**src/rtl/ccm_pkg.sv**
```systemverilog
// package: register map, field positions and types for the capture/compare mode control
package ccm_pkg;
    localparam int NUM_MODULES = 6;
    localparam logic [7:0] ADDR_MODULE0_MODE = 8'hda;
    localparam logic [7:0] ADDR_MODULE1_MODE = 8'hdb;
    localparam logic [7:0] ADDR_MODULE2_MODE = 8'hdc;
    localparam logic [7:0] ADDR_MODULE3_MODE = 8'hdd;
    localparam logic [7:0] ADDR_MODULE4_MODE = 8'hde;
    localparam logic [7:0] ADDR_MODULE5_MODE = 8'hce;
    localparam logic [7:0] MODE_RESET = 8'h00;
    // field positions inside a module mode register
    localparam int BIT_WIDE_PWM_SELECT = 7;
    localparam int BIT_COMPARATOR_ENABLE = 6;
    localparam int BIT_RISING_CAPTURE = 5;
    localparam int BIT_FALLING_CAPTURE = 4;
    localparam int BIT_MATCH_ENABLE = 3;
    localparam int BIT_TOGGLE_ENABLE = 2;
    localparam int BIT_PULSE_MODULATION = 1;
    localparam int BIT_MATCH_IRQ_ENABLE = 0;

    typedef enum logic [2:0] {
        CCM_PWM_OFF = 3'h1,
        CCM_PWM_8 = 3'h2,
        CCM_PWM_16 = 3'h4
    } ccm_pwm_mode_t;

    typedef struct packed {
        logic write;
        logic read;
        logic [7:0] addr;
        logic [7:0] wdata;
    } ccm_sfr_req_t;
endpackage : ccm_pkg

```
**src/rtl/ccm_mode_control.sv**
```systemverilog
// capture/compare mode registers, pwm resolution select and overflow irq gate
// Summary of operation
// - wide select matters only with pwm enabled
// - pwm on, wide select 0: 8-bit pwm
// - pwm on, wide select 1: 16-bit pwm
// - six independent mode registers at documented addresses
`timescale 1ns/1ns
`default_nettype none
// strobes are sampled on the rising edge; read data and hit answer one
// cycle later and stand for that cycle only
// mode bytes reach module_mode_out and pwm_mode_out one edge after the
// write edge: register first, then the exported copy
// limitation: the watchdog write lock is not modelled here, so every
// mapped write lands
// enable and flag come from registers on this same clock, hence no
// synchroniser on them

module ccm_mode_control (
    // clock and reset
    input wire logic clk_in,
    input wire logic rst_n_in,
    // special function register bus
    input wire ccm_pkg::ccm_sfr_req_t sfr_req_in,
    output logic [7:0] sfr_rdata_out,
    output logic sfr_hit_out,
    // array mode control and counter state
    input wire logic overflow_irq_enable_in,
    input wire logic counter_overflow_flag_in,
    // per-module decoded mode
    output logic [ccm_pkg::NUM_MODULES*8-1:0] module_mode_out,
    output logic [ccm_pkg::NUM_MODULES*3-1:0] pwm_mode_out,
    output logic overflow_irq_out
);
    // six independent entries sharing one reset value
    logic [7:0] mode_reg [ccm_pkg::NUM_MODULES];
    logic [7:0] next_mode_reg [ccm_pkg::NUM_MODULES];

    // request fields
    logic req_write;
    logic req_read;
    logic [7:0] req_addr;
    logic [7:0] req_wdata;

    // address decode results and per-module strobes
    logic [ccm_pkg::NUM_MODULES-1:0] sel;
    logic [ccm_pkg::NUM_MODULES-1:0] wr_sel;
    logic [ccm_pkg::NUM_MODULES-1:0] rd_sel;
    logic [7:0] sel_mode;

    // mode fields that steer the pwm resolution
    logic [ccm_pkg::NUM_MODULES-1:0] wide_pwm_select;
    logic [ccm_pkg::NUM_MODULES-1:0] pulse_modulation_enable;

    // next values of the registered outputs
    ccm_pkg::ccm_pwm_mode_t next_pwm_mode [ccm_pkg::NUM_MODULES];
    logic [ccm_pkg::NUM_MODULES*8-1:0] next_module_mode;
    logic [ccm_pkg::NUM_MODULES*3-1:0] next_pwm_mode_flat;
    logic [7:0] next_rdata;
    logic next_hit;
    logic next_irq;

    assign req_write = sfr_req_in.write;
    assign req_read = sfr_req_in.read;
    assign req_addr = sfr_req_in.addr;
    assign req_wdata = sfr_req_in.wdata;

    // address decode, one select per module register
    always_comb begin
        sel = '0;
        if (req_addr == ccm_pkg::ADDR_MODULE0_MODE) begin
            sel[0] = 1'b1;
        end else if (req_addr == ccm_pkg::ADDR_MODULE1_MODE) begin
            sel[1] = 1'b1;
        end else if (req_addr == ccm_pkg::ADDR_MODULE2_MODE) begin
            sel[2] = 1'b1;
        end else if (req_addr == ccm_pkg::ADDR_MODULE3_MODE) begin
            sel[3] = 1'b1;
        end else if (req_addr == ccm_pkg::ADDR_MODULE4_MODE) begin
            sel[4] = 1'b1;
        end else if (req_addr == ccm_pkg::ADDR_MODULE5_MODE) begin
            sel[5] = 1'b1;
        end
    end

    assign wr_sel = sel & {ccm_pkg::NUM_MODULES{req_write}};
    assign rd_sel = sel & {ccm_pkg::NUM_MODULES{req_read}};

    // read mux; unmapped addresses fall through to zero
    always_comb begin
        sel_mode = 8'h00;
        if (sel[0]) begin
            sel_mode = mode_reg[0];
        end else if (sel[1]) begin
            sel_mode = mode_reg[1];
        end else if (sel[2]) begin
            sel_mode = mode_reg[2];
        end else if (sel[3]) begin
            sel_mode = mode_reg[3];
        end else if (sel[4]) begin
            sel_mode = mode_reg[4];
        end else if (sel[5]) begin
            sel_mode = mode_reg[5];
        end
    end

    // write path: an entry changes only through its own strobe
    always_comb begin
        for (int i = 0; i < ccm_pkg::NUM_MODULES; i++) begin
            next_mode_reg[i] = mode_reg[i];
            if (wr_sel[i]) begin
                next_mode_reg[i] = req_wdata;
            end
        end
    end

    // fields read back from the stored bytes
    always_comb begin
        for (int i = 0; i < ccm_pkg::NUM_MODULES; i++) begin
            wide_pwm_select[i] = mode_reg[i][ccm_pkg::BIT_WIDE_PWM_SELECT];
            pulse_modulation_enable[i] = mode_reg[i][ccm_pkg::BIT_PULSE_MODULATION];
        end
    end

    // resolution bit is a don't-care while pwm is off
    always_comb begin
        for (int i = 0; i < ccm_pkg::NUM_MODULES; i++) begin
            case ({pulse_modulation_enable[i], wide_pwm_select[i]})
                2'b11: begin
                    next_pwm_mode[i] = ccm_pkg::CCM_PWM_16;
                end
                2'b10: begin
                    next_pwm_mode[i] = ccm_pkg::CCM_PWM_8;
                end
                default: begin
                    next_pwm_mode[i] = ccm_pkg::CCM_PWM_OFF;
                end
            endcase
        end
    end

    // per-module values onto the output buses
    always_comb begin
        next_module_mode = '0;
        next_pwm_mode_flat = '0;
        for (int i = 0; i < ccm_pkg::NUM_MODULES; i++) begin
            next_module_mode[i*8 +: 8] = mode_reg[i];
            next_pwm_mode_flat[i*3 +: 3] = next_pwm_mode[i];
        end
    end

    // a read in the same cycle as a write returns the old byte
    always_comb begin
        next_rdata = 8'h00;
        next_hit = 1'b0;
        if (|rd_sel) begin
            next_rdata = sel_mode;
        end
        if ((|wr_sel) || (|rd_sel)) begin
            next_hit = 1'b1;
        end
    end

    // request is a plain mask of the flag
    assign next_irq = overflow_irq_enable_in && counter_overflow_flag_in;

    // mode register storage
    always_ff @(posedge clk_in or negedge rst_n_in) begin
        if (!rst_n_in) begin
            for (int i = 0; i < ccm_pkg::NUM_MODULES; i++) begin
                mode_reg[i] <= ccm_pkg::MODE_RESET;
            end
        end else begin
            for (int i = 0; i < ccm_pkg::NUM_MODULES; i++) begin
                mode_reg[i] <= next_mode_reg[i];
            end
        end
    end

    // exported mode bytes, one cycle behind the registers
    always_ff @(posedge clk_in or negedge rst_n_in) begin
        if (!rst_n_in) begin
            module_mode_out <= {ccm_pkg::NUM_MODULES{ccm_pkg::MODE_RESET}};
        end else begin
            module_mode_out <= next_module_mode;
        end
    end

    // exported pwm resolution, one-hot per module
    always_ff @(posedge clk_in or negedge rst_n_in) begin
        if (!rst_n_in) begin
            pwm_mode_out <= {ccm_pkg::NUM_MODULES{ccm_pkg::CCM_PWM_OFF}};
        end else begin
            pwm_mode_out <= next_pwm_mode_flat;
        end
    end

    // read data stands for one cycle only
    always_ff @(posedge clk_in or negedge rst_n_in) begin
        if (!rst_n_in) begin
            sfr_rdata_out <= 8'h00;
        end else begin
            sfr_rdata_out <= next_rdata;
        end
    end

    // hit pulse for any access to a mapped entry
    always_ff @(posedge clk_in or negedge rst_n_in) begin
        if (!rst_n_in) begin
            sfr_hit_out <= 1'b0;
        end else begin
            sfr_hit_out <= next_hit;
        end
    end

    // overflow request
    always_ff @(posedge clk_in or negedge rst_n_in) begin
        if (!rst_n_in) begin
            overflow_irq_out <= 1'b0;
        end else begin
            overflow_irq_out <= next_irq;
        end
    end
endmodule : ccm_mode_control
`default_nettype wire

```
**config.mk**
```make
export PLATFORM = sky130hd
export DESIGN_NAME = ccm_mode_control
export DESIGN_NICKNAME = d
export VERILOG_FILES = /design/src/rtl/ccm_pkg.sv /design/src/rtl/ccm_mode_control.sv
export SDC_FILE = /design/constraint.sdc
export NUM_CORES = 1
export LEC_CHECK = 0
export BUFFER_PORTS_ARGS = -buffer_cell sky130_fd_sc_hd__buf_2
export CORE_MARGIN = 2
export CORE_UTILIZATION = 50
export CTS_BUF_LIST = sky130_fd_sc_hd__clkbuf_2
export DETAILED_ROUTE_END_ITERATION = 8
export PLACE_DENSITY = 0.77
export SYNTH_ARGS = -nofsm -noshare
export SYNTH_HDL_FRONTEND = slang
export SYNTH_SLANG_ARGS = --single-unit
```
**constraint.sdc**
```tcl
create_clock -name clk_in -period 1.15 [get_ports clk_in]
set_input_delay 0.1725 -clock clk_in [delete_from_list [all_inputs] [get_ports clk_in]]
set_output_delay 0.1725 -clock clk_in [all_outputs]
set_load 0.01 [all_outputs]
```
==> Flow_metrics.wiki <==
{| class="wikitable"
! Metric !! Value
|-
| Status || complete, but fails checks
|-
| Failing checks || negative setup slack
|-
| Number of buffers added by the clock tree synthesis step || 17
|-
| Number of maximum-capacitance constraint violations || 0
|-
| Post-synthesis share of cell area spent on xor and xnor gates || 0
|-
| Area growth from synthesis to final layout || 39.06%
|-
| Highest ir drop seen on vdd || around 0.7 mV
|-
| Max transition margin || 0.5058
|-
| Share of the synthesized area in the top cell type || 0.6603
|-
| Die area || just under 10000 sq um
|-
| Total internal power || 5.725 mW
|-
| Most common cell in the synthesized netlist || sky130_fd_sc_hd__dfrtp_1
|-
| Average instance area after synthesis || 14.96 sq um
|-
| RSZ-0062 raised after global routing || yes
|-
| H-Tree Level Count || 4
|-
| Violation count after the first detailed-routing iteration || 132
|-
| Switching Power || between 2 and 2.5 mW
|-
| Final routed wire length divided by cell count || approximately 17 um
|-
| Type of element capturing the critical path || output pin
|-
| Register area share after synthesis || 0.6956
|-
| Proportion of register bits with asynchronous set or reset after synthesis || 1.000
|-
| Sequential power share || 0.595
|-
| GP Congestion || 0.9339
|-
| Standard-cell row count || 34
|-
| Finish-stage setup viols || a little over 80
|-
| Gate Count Post-Synth || 299
|-
| First-pass GRT wire length || approximately 16 mm
|-
| Basic-gate share of the synthesized area counting and, or, nand and nor cells || 0.09177
|-
| Number of filler instances in the final layout || between 500 and 600
|-
| Post-route DRC || 0
|-
| Final period utilization || 1.317
|-
| Most common flop cell mapped by yosys || sky130_fd_sc_hd__dfrtp_1
|-
| Final nets || 515
|-
| Power consumption || 7.825 mW
|-
| Cell family with the largest share of critical-path delay || flip-flops
|-
| Shortest period the worst path allows || 1.514 ns
|-
| Reported leakage power || 3.322 nW
|-
| CTS tree || built
|-
| Reg clk slew, reported paths || ~0.22 ns
|-
| Vertical die dimension || slightly below 100 um
|-
| Count of state elements after synthesis || about 120
|-
| Post-layout util || 0.7166
|-
| Post-synth design cell area || 4472 sq um
|-
| Horiz. Die Dim || between 90 and 100 um
|-
| Area share of fa/ha/maj cells after synthesis || 0
|-
| Largest stage delay on the critical path || roughly 0.58 ns
|-
| Pin count of the biggest net entering global routing || 41
|-
| Ratio of total power to cell area || roughly 1300 nW/um^2
|-
| Worst Skew || roughly 0.038 ns
|-
| DR pass1 iterations || 4
|-
| EDFF count, synth || 0
|-
| Fraction of layout instances using a drive strength above 1 || 0.5316
|-
| Library cells used by synthesis || 37
|-
| Initial antenna violation count || 0
|-
| Critical-path cell list || buf_6
|-
| Highest net fanout along the worst path || 1
|-
| Multiplexer share of the synthesized area || 0.1349
|-
| Synthesized Nets || 321
|-
| DRT Wirelength || ~10 mm
|-
| Maximum root-to-sink buffer count || 2
|-
| Commonest cells post-synth || 118 x sky130_fd_sc_hd__dfrtp_1, 42 x sky130_fd_sc_hd__mux2_2, 17 x sky130_fd_sc_hd__nand2_1, 11 x sky130_fd_sc_hd__nor2_1, 10 x sky130_fd_sc_hd__inv_1
|-
| Comb pwr share || 0.097
|-
| Critical path start-end classification || reg2out
|-
| Most area-hungry cell type in the Yosys netlist || sky130_fd_sc_hd__dfrtp_1
|-
| CTS root buffer || sky130_fd_sc_hd__clkbuf_2
|-
| Worst path required time || 0.98 ns
|-
| Combinational family with the most area after synthesis || multiplexers
|-
| Half-perimeter wire length after detailed placement || a little over 7 mm
|-
| Tightest Hold Check Type || in2async
|-
| Initial Utilization || 0.5153
|-
| Most area-consuming cells after synthesis || sky130_fd_sc_hd__dfrtp_1 66%, sky130_fd_sc_hd__mux2_2 11%, sky130_fd_sc_hd__dfstp_2 3.5%
|-
| Compound-Gate Fraction of Synth Area || 0.05596
|-
| Critical path's slowest cell || sky130_fd_sc_hd__dfstp_2
|-
| Vias post-DR || around 3100
|-
| Startpoint type of the worst setup path || flop
|-
| Switching Fraction || 0.2684
|-
| Number of pins exceeding their max-slew limit in the final report || 0
|-
| Clock share of power || 0.308
|-
| Worst Max-Slew Pin Slew || between 0.7 and 0.8 ns
|-
| Antenna Violating Nets Remaining || 0
|-
| Endpoint arrival time on the critical path || about 1.3 ns
|-
| Placeable core area || between 8000 and 9000 sq um
|-
| Count of yosys warnings during synthesis || 0
|-
| Clock tree sinks || 124
|-
| Achievable frequency || 660.3 MHz
|-
| I/O pins || just under 100
|-
| Remaining global-route overflow || 0
|-
| Clock network latency to the later pin of the worst-skew pair || 0.67 ns
|-
| Number of antenna repair diodes || 0
|-
| Number of vias per cell after detailed routing || 5.075
|-
| Number of buffers and inverters on the critical path || 1
|-
| Vias in the first global route || between 3000 and 4000
|-
| Worst setup margin || -0.3645 ns
|-
| Final Hold Violating Endpoints || 0
|-
| Quantity of I/O buffers inserted on ports || between 90 and 100
|-
| Global routing usage summed across all routing layers || 0.2198
|}
==> through the flow <==
step | setup slack (ns) | hold slack, ns | area (sq um) | cells | setup TNS [ns]
finish | -0.3645 | 0.05183 | 6218 | 614 | -16.46
detailed placement | -0.5478 | 0.1068 | 5644 | 559 | -21.91
global route | -0.4315 | 0.02332 | 6218 | 614 | -23.44
global placement | -0.5342 | 0.09795 | 5644 | 559 | -21.60
CTS | -0.4067 | 0.01066 | 6101 | 608 | -23.12
floorplan | -0.2661 | -0.1231 | 4533 | 299 | -10.51
==> worst paths after layout <==
check,startpoint,end,slack [ns],cells after the start
max in group asynchronous,rst_n_in,mode_reg[7],0.31,3
hold / removal,rst_n_in,pwm_mode_out[5],0.05,3
min in group clk_in,sfr_req_in[10],sfr_rdata_out[3],0.05,5
setup reg to reg,mode_reg[12],sfr_rdata_out[4],-0.14,5
setup / recovery,pwm_mode_out[3],pwm_mode_out[3],-0.36,1
hold reg to reg,mode_reg[6],module_mode_out[46],0.40,0
==> power by group through the flow <==
| stage | registers [mW] | logic [mW] | clock network [mW] |
|---|---|---|---|
| after global placement | 4.72 | 0.663 | 0 |
| after global routing | 4.68 | 0.832 | 2.65 |
| after CTS | 4.65 | 0.745 | 2.47 |
| final | 4.66 | 0.763 | 2.41 |
| after floorplan | 4.77 | 0.192 | 0 |
| after detailed placement | 4.73 | 0.680 | 0 |
==> kinds of logic after synthesis <==
group / count (synthesis)
flops: 124
compound gates: 33
simple gates: 67
buf+inv: 21
mux: 54
==> per-layer routing <==
| layer | GRT usage | part of all wire |
|---|---|---|
| met5 | 0 | 0 |
| met4 | 0.09062 | 0.015 |
| met3 | 0.05957 | 0.051 |
| met2 | 0.3448 | 0.49 |
| met1 | 0.2938 | 0.44 |
==> final cells by class <==
| class | instances | area [sq um] | share of cell area |
|---|---|---|---|
| repair buffers | 186 | 1331 | 0.2141 |
| inverters | 10 | 37.54 | 0.006036 |
| clock inverters | 14 | 121.4 | 0.01952 |
| well taps | 108 | 135.1 | 0.02173 |
| clock buffers | 18 | 90.09 | 0.01449 |
| multi-input cells | 154 | 1393 | 0.2239 |
| flip-flops and latches | 124 | 3110 | 0.5002 |
==> cells in the final DEF, fill, tap and decap left out, drive strengths merged <==
| master | netlist | routed |
|---|---|---|
| o21ai | 4 | 4 |
| clkinv | 0 | 4 |
| nor3b | 2 | 2 |
| dlygate4sd3 | 0 | 18 |
| mux2i | 4 | 4 |
| a31oi | 1 | 1 |
| nor2 | 12 | 12 |
| and3b | 5 | 5 |
| and4b | 3 | 3 |
| nand3 | 4 | 4 |
| and2 | 8 | 8 |
| nand4 | 2 | 2 |
| clkinvlp | 0 | 6 |
| o211ai | 4 | 4 |
| nand2 | 20 | 20 |
| a211oi | 8 | 8 |
| dfrtp | 118 | 118 |
| clkbuf | 2 | 18 |
| nor2b | 3 | 3 |
| o2111a | 1 | 1 |
| a21oi | 3 | 3 |
| bufinv | 0 | 1 |
| nand4b | 6 | 6 |
| mux2 | 50 | 50 |
| inv | 10 | 13 |
| o32ai | 1 | 1 |
| a22oi | 6 | 6 |
| a221oi | 1 | 1 |
| nor3 | 1 | 1 |
| nor4b | 1 | 1 |
| dlymetal6s4s | 0 | 1 |
| dfstp | 6 | 6 |
| buf | 9 | 167 |
| a2111oi | 4 | 4 |
==> what timing repair did <==
action                                  CTS  global route
hold buffers                             16             3
buffers inserted                          1             3
endpoints found under the hold margin   182             3
endpoints found under the setup margin   83           101
pin swaps                                17             6
resized for setup                        14            15
No activity file was read; power rests on OpenSTA's default activity.
